$ cat src/shared/crdc_pkg.sv
// Behaviour
// - two-bit field picks carrier source, resets strength
// - override rate code, reserved codes, resets 001
// - override code used only while enabled
// - audio rate detectable only when allowed
// - 5.94 rate detectable only when allowed or forced by override
// - 2.97 rate detectable only when allowed or forced by override
// - 1.485 rate detectable only when allowed or forced by override
// - 0.27 rate detectable only when allowed or forced by override
// - soft clear holds rate search in reset
// - status reports detected rate code
package crdc_pkg;

  // register bus
  localparam int          ADDR_W    = 8;            // address width
  localparam int          DATA_W    = 16;           // data width
  localparam logic [7:0]  CTRL_OFS  = 8'h4C;        // control register
  localparam logic [7:0]  STAT_OFS  = 8'h4F;        // status register

  // control register fields
  localparam int          METHOD_LSB = 10;          // carrier source, 2 bits
  localparam int          OVR_LSB    = 7;           // override rate, 3 bits
  localparam int          OVREN_BIT  = 6;           // override enable
  localparam int          AUDIO_BIT  = 5;           // allow audio rate
  localparam int          EN6G_BIT   = 4;           // allow 6g rate
  localparam int          EN3G_BIT   = 3;           // allow 3g rate
  localparam int          ENHD_BIT   = 2;           // allow hd rate
  localparam int          ENSD_BIT   = 1;           // allow sd rate
  localparam int          CLR_BIT    = 0;           // soft clear of search
  localparam int          CTRL_MSB   = 11;          // highest stored bit
  localparam logic [15:0] CTRL_RST   = 16'h049E;    // value after reset

  // status register fields
  localparam int          DET_LSB    = 11;          // detected rate, 3 bits
  localparam int          LOCK_BIT   = 9;           // loop locked
  localparam int          LOS_BIT    = 8;           // signal lost

  // rate codes, shared by override and detected fields
  localparam logic [2:0]  RATE_AUDIO = 3'h0;        // 0.125 Gb/s
  localparam logic [2:0]  RATE_SD    = 3'h1;        // 0.270 Gb/s
  localparam logic [2:0]  RATE_HD    = 3'h2;        // 1.485 Gb/s
  localparam logic [2:0]  RATE_3G    = 3'h3;        // 2.97 Gb/s
  localparam logic [2:0]  RATE_6G    = 3'h4;        // 5.94 Gb/s
  localparam int          RATE_NUM   = 5;           // usable codes
  localparam logic [2:0]  DET_RST    = 3'h0;        // detected after reset

  // carrier source codes
  localparam logic [1:0]  METHOD_EDGE = 2'h0;       // edge detection
  localparam logic [1:0]  METHOD_STR  = 2'h1;       // strength detection

  // timing: dwell on each trial rate before moving on
  localparam int          CLK_MHZ   = 200;          // logic clock rate
  localparam int          DWELL_NS  = 1000;         // least dwell time, ns
  localparam int          DWELL_CYC = (DWELL_NS * CLK_MHZ + 999) / 1000;
  localparam int          CNT_W     = 8;            // dwell counter width
  // loop lag plus two sync flops make the fit stale right after a retune
  localparam int          SETTLE_CYC = 4;           // fit ignored this long

  // search states
  typedef enum logic [1:0] {HUNT_IDLE, HUNT_TRY, HUNT_LOCK, HUNT_FORCE}
    crdc_state_t;

endpackage

$ cat src/shared/crdc_ctrl_if.sv
// control fields out of the register file, status back into it
interface crdc_ctrl_if;
  import crdc_pkg::*;
  logic [1:0] method;     // carrier source select
  logic [2:0] ovrRate;    // override rate code
  logic       ovrEn;      // override enable
  logic [4:0] allow;      // rate allow mask, indexed by rate code
  logic       softClear;  // hold search in reset
  logic [2:0] detected;   // detected rate code
  logic       locked;     // loop locked
  logic       lost;       // signal lost

  modport regs (output method, ovrRate, ovrEn, allow, softClear,
                input  detected, locked, lost);
  modport core (input  method, ovrRate, ovrEn, allow, softClear,
                output detected, locked, lost);
endinterface

$ cat src/rtl/crdc_sync.sv
// two-stage synchroniser for pin inputs
module crdc_sync
  import crdc_pkg::*;
#(
  parameter int W = 1                   // bits carried
)(
  input  wire logic         clk,        // logic clock
  input  wire logic         rst_n,      // async reset, active low
  input  wire logic [W-1:0] din,        // asynchronous input
  output logic      [W-1:0] dout        // synchronised output
);

  logic [W-1:0] meta_ff;                // first stage, read only below
  logic [W-1:0] sync_ff;                // second stage

  // the first stage feeds nothing but the second
  always_ff @(posedge clk or negedge rst_n)
  begin
    if (!rst_n)
    begin
      meta_ff <= '0;
      sync_ff <= '0;
    end
    else
    begin
      meta_ff <= din;
      sync_ff <= meta_ff;
    end
  end

  assign dout = sync_ff;

endmodule

$ cat src/rtl/crdc_regfile.sv
// control and status registers on the plain register port
module crdc_regfile
  import crdc_pkg::*;
(
  input  wire logic              clk,     // logic clock
  input  wire logic              rst_n,   // async reset, active low
  input  wire logic [ADDR_W-1:0] addr,    // register address
  input  wire logic [DATA_W-1:0] wrData,  // write data
  input  wire logic              wrEn,    // write strobe
  input  wire logic              rdEn,    // read strobe
  output logic      [DATA_W-1:0] rdData,  // read data, next cycle
  crdc_ctrl_if.regs              cif      // fields to the core
);

  logic [CTRL_MSB:0] ctrl_ff;             // stored control bits
  logic [CTRL_MSB:0] nxt_ctrl;
  logic [DATA_W-1:0] rdData_ff;           // read data holding
  logic [DATA_W-1:0] nxt_rdData;
  logic [DATA_W-1:0] statWord;            // assembled status

  // upper control bits are not stored; software keeps them zero
  always_comb
  begin
    nxt_ctrl = ctrl_ff;
    if (wrEn && addr == CTRL_OFS)
      nxt_ctrl = wrData[CTRL_MSB:0];
  end

  // status word from core state
  always_comb
  begin
    statWord = '0;
    statWord[DET_LSB +: 3] = cif.detected;
    statWord[LOCK_BIT] = cif.locked;
    statWord[LOS_BIT] = cif.lost;
  end

  // read mux; unmapped reads answer zero
  always_comb
  begin
    nxt_rdData = '0;
    if (rdEn)
    begin
      case (addr)
        CTRL_OFS: nxt_rdData = {{(DATA_W-CTRL_MSB-1){1'b0}}, ctrl_ff};
        STAT_OFS: nxt_rdData = statWord;
        default:  nxt_rdData = '0;
      endcase
    end
  end

  always_ff @(posedge clk or negedge rst_n)
  begin
    if (!rst_n)
    begin
      ctrl_ff <= CTRL_RST[CTRL_MSB:0];
      rdData_ff <= '0;
    end
    else
    begin
      ctrl_ff <= nxt_ctrl;
      rdData_ff <= nxt_rdData;
    end
  end

  // field split; mask index is the rate code
  assign cif.method = ctrl_ff[METHOD_LSB +: 2];
  assign cif.ovrRate = ctrl_ff[OVR_LSB +: 3];
  assign cif.ovrEn = ctrl_ff[OVREN_BIT];
  assign cif.allow = {ctrl_ff[EN6G_BIT], ctrl_ff[EN3G_BIT],
                      ctrl_ff[ENHD_BIT], ctrl_ff[ENSD_BIT],
                      ctrl_ff[AUDIO_BIT]};
  assign cif.softClear = ctrl_ff[CLR_BIT];
  assign rdData = rdData_ff;

endmodule

$ cat src/rtl/crdc_top.sv
// rate detection control for the clock recovery loop
//
// The implementer's own choice: the strobed register port.
module crdc_top
  import crdc_pkg::*;
(
  input  wire logic              clk,            // logic clock, 200 MHz
  input  wire logic              rst_n,          // async reset, active low
  input  wire logic [ADDR_W-1:0] addr,           // register address
  input  wire logic [DATA_W-1:0] wrData,         // register write data
  input  wire logic              wrEn,           // write strobe
  input  wire logic              rdEn,           // read strobe
  output logic      [DATA_W-1:0] rdData,         // read data, next cycle
  input  wire logic              edgeCarrier,    // edge detector, async
  input  wire logic              strengthCarrier,// strength detector, async
  input  wire logic              rateMatch,      // loop fits trial, async
  output logic      [2:0]        retimeRate,     // rate applied to loop
  output logic      [2:0]        detectedRate,   // last found rate
  output logic                   cdrLocked,      // loop locked
  output logic                   signalLost,     // no carrier
  output logic                   carrierPresent, // selected carrier
  output logic                   huntActive      // search not held
);

  crdc_ctrl_if cif ();                           // regfile to core

  logic [2:0] pinSync;                           // synchronised pins
  logic       edgeS;                             // edge carrier, synced
  logic       strS;                              // strength carrier, synced
  logic       matchS;                            // rate match, synced

  crdc_regfile u_regs (
    .clk    (clk),
    .rst_n  (rst_n),
    .addr   (addr),
    .wrData (wrData),
    .wrEn   (wrEn),
    .rdEn   (rdEn),
    .rdData (rdData),
    .cif    (cif.regs)
  );

  crdc_sync #(.W(3)) u_sync (
    .clk   (clk),
    .rst_n (rst_n),
    .din   ({rateMatch, strengthCarrier, edgeCarrier}),
    .dout  (pinSync)
  );

  assign edgeS  = pinSync[0];
  assign strS   = pinSync[1];
  assign matchS = pinSync[2];

  // carrier source
  logic carrier_ff;                              // selected carrier
  logic nxt_carrier;
  logic lost_ff;                                 // no carrier, registered
  logic nxt_lost;

  // only code 00 picks edges; the reserved codes fall to strength
  always_comb
  begin
    if (cif.method == METHOD_EDGE)
      nxt_carrier = edgeS;
    else
      nxt_carrier = strS;
    nxt_lost = !nxt_carrier;
  end

  always_ff @(posedge clk or negedge rst_n)
  begin
    if (!rst_n)
    begin
      carrier_ff <= 1'b0;
      lost_ff <= 1'b1;
    end
    else
    begin
      carrier_ff <= nxt_carrier;
      lost_ff <= nxt_lost;
    end
  end

  // rate search
  crdc_state_t      state_ff;                    // search state
  crdc_state_t      nxt_state;
  logic [2:0]       trial_ff;                    // rate under trial
  logic [2:0]       nxt_trial;
  logic [CNT_W-1:0] dwell_ff;                    // cycles on this trial
  logic [CNT_W-1:0] nxt_dwell;
  logic [2:0]       det_ff;                      // detected rate
  logic [2:0]       nxt_det;
  logic [2:0]       retime_ff;                   // rate to the loop
  logic [2:0]       nxt_retime;
  logic             lock_ff;                     // lock flag
  logic             nxt_lock;
  logic             active_ff;                   // search not held
  logic             nxt_active;
  logic             forceOk;                     // override code usable

  // next allowed code after cur, wrapping; cur if none other
  function automatic logic [2:0] nextAllowed(input logic [2:0] cur,
                                             input logic [4:0] mask);
    logic [2:0] pick;
    logic [2:0] idx;
    logic       found;
    pick = cur;
    found = 1'b0;
    for (int i = 1; i <= RATE_NUM; i++)
    begin
      idx = 3'((int'(cur) + i) % RATE_NUM);
      if (!found && mask[idx])
      begin
        pick = idx;
        found = 1'b1;
      end
    end
    return pick;
  endfunction

  // reserved override codes never lock the loop
  assign forceOk = (cif.ovrRate >= RATE_SD) && (cif.ovrRate <= RATE_6G);

  // next search state; soft clear beats everything, then override
  always_comb
  begin
    nxt_state = state_ff;
    nxt_trial = trial_ff;
    nxt_dwell = dwell_ff;
    nxt_det = det_ff;
    if (cif.softClear)
    begin
      nxt_state = HUNT_IDLE;
      nxt_trial = RATE_AUDIO;
      nxt_dwell = '0;
      nxt_det = DET_RST;
    end
    else if (cif.ovrEn)
    begin
      nxt_state = HUNT_FORCE;
      nxt_dwell = '0;
      if (forceOk && carrier_ff && matchS)
        nxt_det = cif.ovrRate;
    end
    else
    begin
      case (state_ff)
        HUNT_IDLE:
        begin
          // start from the lowest allowed code
          if (|cif.allow)
          begin
            nxt_state = HUNT_TRY;
            nxt_trial = nextAllowed(3'(RATE_NUM - 1), cif.allow);
            nxt_dwell = '0;
          end
        end
        HUNT_TRY:
        begin
          if (!(|cif.allow))
            nxt_state = HUNT_IDLE;
          else if (!cif.allow[trial_ff])
          begin
            // rate withdrawn while under trial
            nxt_trial = nextAllowed(trial_ff, cif.allow);
            nxt_dwell = '0;
          end
          // a fit seen before the retuned loop settles is stale
          else if (carrier_ff && matchS
                   && dwell_ff >= CNT_W'(SETTLE_CYC))
          begin
            nxt_state = HUNT_LOCK;
            nxt_det = trial_ff;
          end
          else if (dwell_ff == CNT_W'(DWELL_CYC - 1))
          begin
            nxt_trial = nextAllowed(trial_ff, cif.allow);
            nxt_dwell = '0;
          end
          else
            nxt_dwell = dwell_ff + 1'b1;
        end
        HUNT_LOCK:
        begin
          // disallowed rate, lost carrier or slip restarts the search
          if (!cif.allow[trial_ff] || !carrier_ff || !matchS)
          begin
            nxt_state = HUNT_IDLE;
            nxt_dwell = '0;
          end
        end
        HUNT_FORCE:
        begin
          // override released: search again from scratch
          nxt_state = HUNT_IDLE;
          nxt_dwell = '0;
        end
        default:
          nxt_state = HUNT_IDLE;
      endcase
    end
  end

  // loop rate and lock follow the next state, so outputs match it
  always_comb
  begin
    nxt_retime = nxt_trial;
    nxt_lock = (nxt_state == HUNT_LOCK);
    nxt_active = !cif.softClear;
    if (nxt_state == HUNT_FORCE)
    begin
      nxt_retime = cif.ovrRate;
      nxt_lock = forceOk && carrier_ff && matchS;
    end
  end

  always_ff @(posedge clk or negedge rst_n)
  begin
    if (!rst_n)
    begin
      state_ff <= HUNT_IDLE;
      trial_ff <= RATE_AUDIO;
      dwell_ff <= '0;
      det_ff <= DET_RST;
      retime_ff <= RATE_AUDIO;
      lock_ff <= 1'b0;
      active_ff <= 1'b0;
    end
    else
    begin
      state_ff <= nxt_state;
      trial_ff <= nxt_trial;
      dwell_ff <= nxt_dwell;
      det_ff <= nxt_det;
      retime_ff <= nxt_retime;
      lock_ff <= nxt_lock;
      active_ff <= nxt_active;
    end
  end

  // status back to the register file
  assign cif.detected = det_ff;
  assign cif.locked = lock_ff;
  assign cif.lost = lost_ff;

  assign retimeRate = retime_ff;
  assign detectedRate = det_ff;
  assign cdrLocked = lock_ff;
  assign signalLost = lost_ff;
  assign carrierPresent = carrier_ff;
  assign huntActive = active_ff;
endmodule

$ cat config.mk
export PLATFORM = sky130hd
export DESIGN_NAME = crdc_top
export DESIGN_NICKNAME = d
export VERILOG_FILES = /design/src/shared/crdc_pkg.sv /design/src/shared/crdc_ctrl_if.sv /design/src/rtl/crdc_sync.sv /design/src/rtl/crdc_regfile.sv /design/src/rtl/crdc_top.sv
export SDC_FILE = /design/constraint.sdc
export NUM_CORES = 1
export LEC_CHECK = 0
export ABC_AREA = 1
export BUFFER_PORTS_ARGS = -buffer_cell sky130_fd_sc_hd__buf_4
export CAP_MARGIN = 25
export CELL_PAD_IN_SITES_DETAIL_PLACEMENT = 1
export CELL_PAD_IN_SITES_GLOBAL_PLACEMENT = 1
export CORE_MARGIN = 2
export CORE_UTILIZATION = 45
export CTS_BUF_LIST = sky130_fd_sc_hd__clkbuf_16
export DETAILED_ROUTE_END_ITERATION = 12
export PLACE_DENSITY = 0.87
export SLEW_MARGIN = 20
export SYNTH_ARGS = -nofsm -noshare
export SYNTH_HDL_FRONTEND = slang
export SYNTH_SLANG_ARGS = --single-unit
$ cat constraint.sdc
create_clock -name clk -period 5.1 [get_ports clk]
set_input_delay 0.765 -clock clk [delete_from_list [all_inputs] [get_ports clk]]
set_output_delay 0.765 -clock clk [all_outputs]
set_load 0.005 [all_outputs]
==> flow_metrics.env, run 1 <==
export IMPL_grt_max_degree=56
export IMPL_intPower_mw=0.678
export IMPL_antenna_found_initial=0
export IMPL_ctsRootBufferMaster="clkbuf_16"
export IMPL_hpwl_um=9070
export IMPL_cp_arrival_ns=4.56
export IMPL_critical_path_class="flop to flop"
export IMPL_grt_pass1_wl_um=19900
export IMPL_final_max_slew_viol_count=0
export IMPL_ys_warn_count=0
export IMPL_crit_required_ns=5.30
export IMPL_die_area_mm2=0.00979
export IMPL_fin_crit_sh_pct=85.5
export IMPL_cts_setup_buffers=0
export IMPL_synth_ff_type="dfrtp_1"
export IMPL_post_drt_wl_per_cell_um=15.9
export IMPL_grt_ovfl_total=0
export IMPL_worstMarginPinSlew_ns=0.737
export IMPL_skew_ns=0.0102
export IMPL_via_per_inst=5.41
export IMPL_syn_avg_cell_area_um2=7.02
export IMPL_drtIter0Drc=128
export IMPL_syn_area_mm2=0.00406
export IMPL_cts_repair_resized=0
export IMPL_timing_rr_end="retimeRate[0]$_DFF_PN0_"
export IMPL_p_sw_mw=0.250
export IMPL_p_comb_share_pct=11.6
export IMPL_synth_most_common_cell="nand2_1"
export IMPL_placedCellCount=727
export IMPL_drcViolationCount=0
export IMPL_clock_sinks=55
export IMPL_core_mm2=0.00872
export IMPL_hold_viol_final=0
export IMPL_synth_cell_types=43
export IMPL_die_y_um=98.9
export IMPL_p_leak_nw=2.47
export IMPL_area_growth_pct=15.1
export IMPL_worst_hold_path_type="flop to flop"
export IMPL_vias=3976
export IMPL_setup_tns_ns=0
export IMPL_r2r_slack_ns=0.74
export IMPL_antennaDiodeCount=0
export IMPL_p_sw_share_pct=26.9
export IMPL_fin_cells=735
export IMPL_fill_cells=1146
export IMPL_synth_edff_count=0
export IMPL_status="completed"
export IMPL_routed_wirelength_um=11700
export IMPL_r2r_start="trial_ff[1]$_DFF_PN0_"
export IMPL_pwr_share_seq_pct=49.5
export IMPL_cts_hold_fix_buffers=0
export IMPL_first_pass_iters=4
export IMPL_routabilityCongestion=0.884
export IMPL_startpoint_type="flop"
export IMPL_cts_tree="yes"
export IMPL_vdd_drop_max_v=0.000179
export IMPL_row_count=34
export IMPL_crit_end="retimeRate[0]$_DFF_PN0_"
export IMPL_syn_inst=578
export IMPL_ys_seq_elements=55
export IMPL_finish_net_count=683
export IMPL_synth_top_cell_area_share_pct=29.6
export IMPL_relSlewSlack_pct=50.7
export IMPL_grt_use_total_pct=25.1
export IMPL_hold_depth=0
export IMPL_synth_area_leaders="dfrtp_1 30%, nand2_1 13%, ha_1 8.0%, nand3_1 7.9%, inv_1 7.6%"
export IMPL_p_clk_share_pct=38.9
export IMPL_rr_worst_depth=26
export IMPL_max_cap_violations=0
export IMPL_first_global_vias=4166
export IMPL_cp_max_fo=13
export IMPL_setup_viol=0
export IMPL_clock_fmax_mhz=229
export IMPL_utilization_pct=53.6
export IMPL_io_pins=57
export IMPL_rsz0062_at_grt="no"
export IMPL_cts_buffers=5
export IMPL_ant_nets=0
export IMPL_die_w_um=98.9
export IMPL_seq_area_frac_synth_pct=34.1
export IMPL_power_density_mw_per_mm2=199
export IMPL_clk_latency_ns=0.30
export IMPL_end_kind="flop"
export IMPL_synth_top_cell_by_area="dfrtp_1"
export IMPL_clk_pin_slew_worst_paths_ns=0.08
export IMPL_drive_gt1_share_pct=18.3
export IMPL_synth_common_cells="139 x nand2_1, 82 x inv_1, 64 x nand3_1"
export IMPL_synthArstFlopShare_pct=100
export IMPL_cts_buffer_depth=2
export IMPL_fin_crit_ns=4.36
export IMPL_io_buffers=50
export IMPL_floorplan_initialDensity_pct=46.5
export IMPL_h_tree_depth=2
export IMPL_cp_startpoint="trial_ff[1]$_DFF_PN0_"
-- worst min path at each step --
| stage | from | to |
|---|---|---|
| 2_1_floorplan | u_sync.meta_ff[0]$_DFF_PN0_ | u_sync.dout[0]$_DFF_PN0_ |
| 3_3_place_gp | u_sync.meta_ff[2]$_DFF_PN0_ | u_sync.dout[2]$_DFF_PN0_ |
| 3_5_place_dp | u_sync.meta_ff[0]$_DFF_PN0_ | u_sync.dout[0]$_DFF_PN0_ |
| 4_1_cts | u_sync.meta_ff[0]$_DFF_PN0_ | u_sync.dout[0]$_DFF_PN0_ |
| 5_1_grt | u_sync.meta_ff[0]$_DFF_PN0_ | u_sync.dout[0]$_DFF_PN0_ |
| 6_report | u_sync.meta_ff[0]$_DFF_PN0_ | u_sync.dout[0]$_DFF_PN0_ |
-- sequential cells by signal, summed over array words and instances (netlist names), 2 cells and up --
signal	count
u_regs.rdData	14
u_sync.dout	3
u_sync.meta_ff	3
dwell_ff	8
trial_ff	3
state_ff	2
retimeRate	3
detectedRate	3
u_regs.ctrl_ff	12
-- cells in the final DEF (no fill, tap or decap), types with 2 or more instances in the layout --
cell type / instances
nand2_1: 139
inv_1: 82
nand3_1: 64
buf_4: 54
nor2_1: 49
dfrtp_1: 48
o21ai_0: 33
a21oi_1: 26
ha_1: 26
nand2_2: 16
o21ai_1: 12
nor3_1: 8
inv_2: 7
dfstp_2: 7
nand2_4: 5
nand3_2: 5
clkbuf_16: 5
nor4_1: 3
nand3b_1: 3
a21boi_1: 3
xor2_1: 2
or2_2: 2
o21ai_2: 2
nand4_1: 2
o211ai_1: 2
o41ai_1: 2
nor3b_1: 2
conb_1: 2
-- kinds of logic (layout without fill, tap and decap cells) --
| group | after synthesis | after routing | synth area share, % |
|---|---|---|---|
| AOI/OAI and AO/OA | 85 | 85 | 11.5 |
| other | 1 | 2 | 0.0924 |
| adders and majority gates | 26 | 26 | 8.02 |
| buffers and inverters | 105 | 153 | 10.6 |
| DFF | 55 | 55 | 34.1 |
| xor gates and xnor gates | 4 | 4 | 1.05 |
| muxes | 1 | 1 | 0.278 |
| and+or+nand+nor | 301 | 301 | 34.2 |
-- worst max-delay path, cell delays in order (launching register included) --
cell     delay (ns)
dfrtp_1        0.71
inv_2          0.25
ha_1           0.40
o21ai_0        0.31
nand3_1        0.11
nand2_1        0.11
inv_1          0.07
ha_1           0.17
or2_2          0.29
nand3_1        0.17
nand3_1        0.13
nand2_1        0.14
nand2_1        0.07
nand3_1        0.10
nand3_1        0.08
nand2_2        0.11
nand2_4        0.07
nor2_2         0.14
nand3_2        0.14
o21ai_1        0.15
inv_1          0.06
nand2_1        0.06
nand2_1        0.08
nand2_1        0.09
nand2_1        0.07
nand3_1        0.10
nand2_1        0.06
-- per-stage QoR --
| stage | hold WS (ns) | setup slack [ns] | power [mW] | cell area [µm²] |
|---|---|---|---|---|
| floorplan | 0.331 | 1.66 | 0.525 | 4060 |
| global placement | 0.333 | 1.03 | 0.570 | 4520 |
| detailed placement | 0.340 | 0.853 | 0.575 | 4520 |
| CTS | 0.359 | 0.796 | 0.934 | 4670 |
| global route | 0.361 | 0.351 | 0.965 | 4670 |
| finish | 0.355 | 0.737 | 0.929 | 4670 |
-- per-layer routing --
| layer | track usage [%] | wire (µm) | vias up |
|---|---|---|---|
| met5 | 0 | 0 | - |
| met4 | 5.80 | 197 | 0 |
| met3 | 2.41 | 307 | 19 |
| met2 | 46.2 | 6080 | 59 |
| met1 | 31.6 | 5130 | 1961 |
| li1 | - | - | 1937 |
-- power by group through the flow --
stage          registers (mW)  clock network, mW  logic [mW]
2_1_floorplan           0.465                  0      0.0595
3_3_place_gp            0.468                  0       0.102
3_5_place_dp            0.468                  0       0.107
4_1_cts                 0.460              0.366       0.108
5_1_grt                 0.462              0.381       0.122
6_report                0.460              0.361       0.108
-- layout make-up --
class	instances	area [µm²]	area share (%)
Clock buffer	5	125	2.68
Clock inverter	3	27.5	0.589
Inverter	91	349	7.47
Multi-Input combinational cell	419	2240	48.0
Sequential cell	55	1390	29.7
Tap cell	108	135	2.89
Timing Repair Buffer	54	405	8.68
(Power assumes the default switching activity.)
==> run 2: changes to the inputs <==
--- a/config.mk
+++ b/config.mk
@@ -8,13 +8,10 @@
 export ABC_AREA = 1
 export BUFFER_PORTS_ARGS = -buffer_cell sky130_fd_sc_hd__buf_4
 export CAP_MARGIN = 25
-export CELL_PAD_IN_SITES_DETAIL_PLACEMENT = 1
-export CELL_PAD_IN_SITES_GLOBAL_PLACEMENT = 1
 export CORE_MARGIN = 2
-export CORE_UTILIZATION = 45
-export CTS_BUF_LIST = sky130_fd_sc_hd__clkbuf_16
+export CORE_UTILIZATION = 50
 export DETAILED_ROUTE_END_ITERATION = 12
-export PLACE_DENSITY = 0.87
+export PLACE_DENSITY = 0.72
 export SLEW_MARGIN = 20
 export SYNTH_ARGS = -nofsm -noshare
 export SYNTH_HDL_FRONTEND = slang
==> run 2 against run 1 <==
Effect of this change: sequential power about the same; clock power decreased by 25%; cell area decreased by 1.2%; clock-buffer cell count increased by 1; critical endpoint unchanged; final cell count decreased by 0.82%; utilization increased by 5.5 points; sequential share of layout area increased by 0.37 points; combinational power decreased by 4%; largest power group unchanged; global-route usage decreased by 1.6 points; register-to-register slack improved by 0.47 ns; total power decreased by 10%; worst setup slack improved by 0.47 ns.
==> flow_metrics.env, run 2 (synthesis results as in run 1) <==
export IMPL_h_tree_depth=2
export IMPL_end_kind="flop"
export IMPL_critical_path_class="flop to flop"
export IMPL_die_area_mm2=0.00885
export IMPL_row_count=32
export IMPL_via_per_inst=5.22
export IMPL_fin_ws_ns=1.21
export IMPL_drcViolationCount=0
export IMPL_setup_tns_ns=0
export IMPL_post_place_ws_ns=1.26
export IMPL_die_y_um=94.1
export IMPL_power_density_mw_per_mm2=181
export IMPL_routabilityCongestion=0.978
export IMPL_grt_pass1_wl_um=16800
export IMPL_hold_viol_final=0
export IMPL_clock_fmax_mhz=257
export IMPL_r2r_slack_ns=1.21
export IMPL_skew_ns=0.0108
export IMPL_antenna_found_initial=0
export IMPL_hp_start="u_sync.meta_ff[2]$_DFF_PN0_"
export IMPL_cts_repair_resized=0
export IMPL_final_cell_mix="139 x nand2_1, 82 x inv_1, 64 x nand3_1"
export IMPL_hpwl_um=7520
export IMPL_min_to="u_sync.dout[2]$_DFF_PN0_"
export IMPL_largest_reg_flops=14
export IMPL_die_w_um=94.1
export IMPL_cts_buffers=5
export IMPL_fin_crit_sh_pct=76.4
export IMPL_area_growth_pct=13.7
export IMPL_finish_net_count=683
export IMPL_stdcell_area_mm2=0.00461
export IMPL_final_common_cell="nand2_1"
export IMPL_first_pass_iters=5
export IMPL_cts_setup_buffers=0
export IMPL_io_pins=57
export IMPL_floorplan_initialDensity_pct=52.0
export IMPL_antennaDiodeCount=0
export IMPL_ctsRootBufferMaster="clkbuf_8"
export IMPL_cp_slowest_cell="dfrtp_1"
export IMPL_routed_wirelength_um=9670
export IMPL_status="completed"
export IMPL_fill_cells=761
export IMPL_grt_use_total_pct=23.5
export IMPL_crit_required_ns=5.31
export IMPL_hold_slack_ns=0.358
export IMPL_vias=3805
export IMPL_rr_worst_depth=26
export IMPL_cts_hold_fix_buffers=0
export IMPL_cp_arrival_ns=4.11
export IMPL_rsz0062_at_grt="no"
export IMPL_clk_pin_slew_worst_paths_ns=0.10
export IMPL_setup_viol=0
export IMPL_fin_crit_ns=3.89
export IMPL_clk_latency_ns=0.32
export IMPL_dpl_cell_area_mm2=0.00451
export IMPL_final_max_slew_viol_count=0
export IMPL_first_global_vias=3702
export IMPL_max_cap_violations=0
export IMPL_cts_buffer_depth=2
export IMPL_grt_max_degree=56
export IMPL_critPathMostFrequentCell="nand2_1"
export IMPL_hold_depth=0
export IMPL_grt_ovfl_total=0
export IMPL_critPathMaxStageDelay_ns=0.65
export IMPL_relSlewSlack_pct=51.9
export IMPL_post_drt_wl_per_cell_um=13.3
export IMPL_clock_sinks=55
export IMPL_placedCellCount=721
export IMPL_drive_gt1_share_pct=18.3
export IMPL_cp_max_fo=9
export IMPL_fin_cells=729
export IMPL_worstMarginPinSlew_ns=0.719
export IMPL_worst_hold_path_type="flop to flop"
export IMPL_p_leak_nw=2.45
export IMPL_io_buffers=50
export IMPL_cts_tree="yes"
export IMPL_drtIter0Drc=220
export IMPL_ant_nets=0
export IMPL_core_mm2=0.00781
export IMPL_vdd_drop_max_v=0.000140
export IMPL_timing_rr_end="retimeRate[0]$_DFF_PN0_"
export IMPL_r2r_start="trial_ff[2]$_DFF_PN0_"
export IMPL_startpoint_type="flop"
run 2: cell types whose count changed in the layout (fill, tap and decap cells not counted), sizes merged:
cell,before,now
clkinvlp,1,0
clkbuf,5,6
run 2: metal layers:
layer	global-route usage [%]	vias to the layer above	share of wire (%)
met5	0	-	0
met1	32.2	1774	48
met2	39.5	83	47
met3	3.13	9	3.8
met4	5.68	0	1.1
li1	-	1939	-
run 2: power breakdown:
group	leakage [nW]	internal, mW	switching [mW]
sequential	0.702	0.451	0.00906
clock	0.0533	0.115	0.155
combinational	1.70	0.0411	0.0625
run 2: critical path: cells and delay by family (launching register included):
| kind | cells | cell delay [ns] |
|---|---|---|
| adders and majority gates | 2 | 0.52 |
| and+or+nand+nor | 18 | 1.79 |
| AOI/OAI and AO/OA | 3 | 0.60 |
| DFF | 1 | 0.65 |
| buffers and inverters | 3 | 0.23 |
run 2: layout make-up:
cell class              count  area (µm²)  area share (%)
flip-flops and latches     55        1390            30.0
clock buffers               6        82.6            1.79
well taps                 102         128            2.77
inverters                  91         349            7.57
multi-input cells         419        2240            48.6
repair buffers             54         405            8.79
clock inverters             2        20.0           0.434
run 2: metrics by stage:
stage          power [mW]  util (%)
2_1_floorplan       0.525         -
3_3_place_gp        0.569      57.8
3_5_place_dp        0.572      57.8
4_1_cts             0.836      59.1
5_1_grt             0.866      59.1
6_report            0.833      59.1
run 2: worst max path at each step:
stage | from | end | slack, ns
3_3_place_gp | trial_ff[2]$_DFF_PN0_ | retimeRate[0]$_DFF_PN0_ | 1.33
5_1_grt | trial_ff[1]$_DFF_PN0_ | retimeRate[0]$_DFF_PN0_ | 0.73
3_5_place_dp | trial_ff[2]$_DFF_PN0_ | retimeRate[1]$_DFF_PN0_ | 1.26
2_1_floorplan | trial_ff[0]$_DFF_PN0_ | retimeRate[0]$_DFF_PN0_ | 1.66
4_1_cts | trial_ff[2]$_DFF_PN0_ | retimeRate[0]$_DFF_PN0_ | 1.24
6_report | trial_ff[2]$_DFF_PN0_ | retimeRate[0]$_DFF_PN0_ | 1.21
==> run 3: changes to the inputs <==
--- a/config.mk
+++ b/config.mk
@@ -11,7 +11,7 @@
 export CORE_MARGIN = 2
 export CORE_UTILIZATION = 50
 export DETAILED_ROUTE_END_ITERATION = 12
-export PLACE_DENSITY = 0.72
+export PLACE_DENSITY = 0.75
 export SLEW_MARGIN = 20
 export SYNTH_ARGS = -nofsm -noshare
 export SYNTH_HDL_FRONTEND = slang
==> constraint.sdc (replaced) <==
create_clock -name clk -period 3.3 [get_ports clk]
set_input_delay 0.495 -clock clk [delete_from_list [all_inputs] [get_ports clk]]
set_output_delay 0.495 -clock clk [all_outputs]
set_load 0.005 [all_outputs]
==> run 3 against run 2 <==
Effect of this change: the flow now finishes with violations (negative setup slack); total power is 58% higher; worst hold slack worse by 0.15 ns; sequential share of layout area is 5.9 points lower; worst setup slack worse by 1.3 ns; clock power is 52% higher; final cell count grew 11%; utilization is 15 points higher; critical path depth rose by 5; register-to-register slack got worse by 1.3 ns; cell area increased by 25%; critical endpoint is now retimeRate[2]$_DFF_PN0_.
==> flow_metrics.env, run 3 (synthesis results as in run 1) <==
export IMPL_via_per_inst=5.36
export IMPL_hpwl_um=8020
export IMPL_drtIter0Drc=258
export IMPL_critPathMostFrequentCell="nand2_1"
export IMPL_critPathMaxStageDelay_ns=0.49
export IMPL_ctsRootBufferMaster="clkbuf_8"
export IMPL_fin_crit_sh_pct=104
export IMPL_antenna_found_initial=0
export IMPL_routed_wirelength_um=12400
export IMPL_cts_buffer_depth=2
export IMPL_fin_crit_ns=3.43
export IMPL_p_clk_share_pct=31.2
export IMPL_rsz0062_at_grt="yes"
export IMPL_path_delay_family="simple AND/OR/NAND/NOR gates"
export IMPL_finish_net_count=766
export IMPL_h_tree_depth=2
export IMPL_status="complete, but fails checks"
export IMPL_pwr_share_seq_pct=54.0
export IMPL_worstMarginPinSlew_ns=0.662
export IMPL_fin_ws_ns=-0.134
export IMPL_critical_path_class="flop to flop"
export IMPL_floorplan_initialDensity_pct=52.0
export IMPL_die_area_mm2=0.00885
export IMPL_routabilityCongestion=0.983
export IMPL_cts_buffers=5
export IMPL_cts_tree="yes"
export IMPL_row_count=32
export IMPL_vias=4351
export IMPL_cp_max_fo=4
export IMPL_cts_hold_fix_buffers=0
export IMPL_power_density_mw_per_mm2=229
export IMPL_clock_fmax_mhz=291
export IMPL_first_pass_iters=5
export IMPL_clk_latency_ns=0.32
export IMPL_drcViolationCount=0
export IMPL_relSlewSlack_pct=55.9
export IMPL_setup_viol=6
export IMPL_grt_max_degree=56
export IMPL_final_cell_mix="130 x buf_4, 107 x nand2_1, 69 x inv_1"
export IMPL_drive_gt1_share_pct=40.1
export IMPL_area_growth_pct=42.0
export IMPL_worst_hold_path_type="input pin to async pin"
export IMPL_worst_path_buf_inv=5
export IMPL_p_leak_nw=2.97
export IMPL_final_max_slew_viol_count=0
export IMPL_max_cap_violations=0
export IMPL_post_drt_wl_per_cell_um=15.3
export IMPL_vdd_drop_max_v=0.000266
export IMPL_grt_use_total_pct=26.9
export IMPL_io_pins=57
export IMPL_antennaDiodeCount=0
export IMPL_intPower_mw=0.954
export IMPL_setup_tns_ns=-0.527
export IMPL_ant_nets=0
export IMPL_grt_ovfl_total=0
export IMPL_die_w_um=94.1
export IMPL_io_buffers=50
export IMPL_final_common_cell="buf_4"
export IMPL_cp_slowest_cell="dfrtp_2"
export IMPL_hold_slack_ns=0.205
export IMPL_p_sw_mw=0.364
export IMPL_p_sw_share_pct=27.6
export IMPL_cp_arrival_ns=3.66
export IMPL_crit_required_ns=3.52
export IMPL_end_kind="flop"
export IMPL_grt_pass1_wl_um=18900
export IMPL_clk_pin_slew_worst_paths_ns=0.11
export IMPL_hold_viol_final=0
export IMPL_clock_sinks=55
export IMPL_failed_checks="negative setup slack"
export IMPL_startpoint_type="flop"
export IMPL_p_comb_share_pct=14.8
export IMPL_core_mm2=0.00781
export IMPL_first_global_vias=4169
export IMPL_largest_reg_flops=14
export IMPL_skew_ns=0.0119
export IMPL_die_y_um=94.1
export IMPL_total_power_mw=1.32
==> run 3: changes by cell type in the layout (fill, tap and decap cells not counted), sizes merged <==
cell,change
buf,+83
inv,+1
clkinv,-1
==> run 3: worst reg2reg max path: cells and delay by family (launching register included) <==
| family | cells | cell delay [ns] |
|---|---|---|
| fa+ha+maj | 2 | 0.34 |
| buf+inv | 5 | 0.47 |
| flops | 1 | 0.49 |
| simple gates | 24 | 2.06 |
==> run 3: metal layers <==
| layer | part of all wire [%] | track usage, % |
|---|---|---|
| met1 | 42 | 34.8 |
| met2 | 51 | 46.7 |
| met3 | 4.7 | 4.49 |
| met4 | 2.3 | 6.88 |
| met5 | 0 | 0 |
==> run 3: per-stage QoR <==
| step | setup slack [ns] | area, µm² | cells | util [%] |
|---|---|---|---|---|
| 2_1_floorplan | 0.0158 | 4090 | 579 | - |
| 3_5_place_dp | -0.199 | 4970 | 779 | 63.7 |
| 4_1_cts | 0.0000102 | 5520 | 806 | 70.7 |
| 6_report | -0.134 | 5760 | 812 | 73.8 |
| 5_1_grt | -0.350 | 5760 | 812 | 73.8 |
| 3_3_place_gp | -0.0453 | 4970 | 779 | 63.7 |
==> run 3: what timing repair did <==
item | CTS | global route
hold endpoints to repair | 0 | 0
pin swaps | 33 | 35
gates resized for setup | 66 | 57
setup endpoints to repair | 6 | 6
setup buffers | 19 | 6
==> run 3: cell type report <==
class	count	area, µm²
timing repair buffer	137	1070
clock buffer	6	82.6
clock inverter	2	17.5
tap	102	128
sequential	55	1390
multi-input combinational	419	2710
inverter	91	359
fill	581	2050
==> run 3: worst paths after layout <==
| check | start | cells past startpoint | end | slack [ns] |
|---|---|---|---|---|
| worst min-delay path | rst_n | 1 | u_regs.ctrl_ff[11]$_DFFE_PN0P_ | 0.20 |
| worst max register to register | trial_ff[1]$_DFF_PN0_ | 31 | retimeRate[2]$_DFF_PN0_ | -0.13 |
| worst min register to register | u_sync.meta_ff[1]$_DFF_PN0_ | 0 | u_sync.dout[1]$_DFF_PN0_ | 0.37 |
| min in group clk | strengthCarrier | 1 | u_sync.meta_ff[1]$_DFF_PN0_ | 0.28 |
| max in group asynchronous | rst_n | 1 | trial_ff[1]$_DFF_PN0_ | 2.62 |
| worst max-delay path | trial_ff[1]$_DFF_PN0_ | 31 | retimeRate[2]$_DFF_PN0_ | -0.13 |
==> run 3: power by group through the flow <==
stage | clock (mW) | combinational (mW) | sequential [mW]
2_1_floorplan | 0 | 0.0925 | 0.719
3_3_place_gp | 0 | 0.167 | 0.722
3_5_place_dp | 0 | 0.172 | 0.723
4_1_cts | 0.412 | 0.180 | 0.711
5_1_grt | 0.439 | 0.216 | 0.714
6_report | 0.411 | 0.195 | 0.711
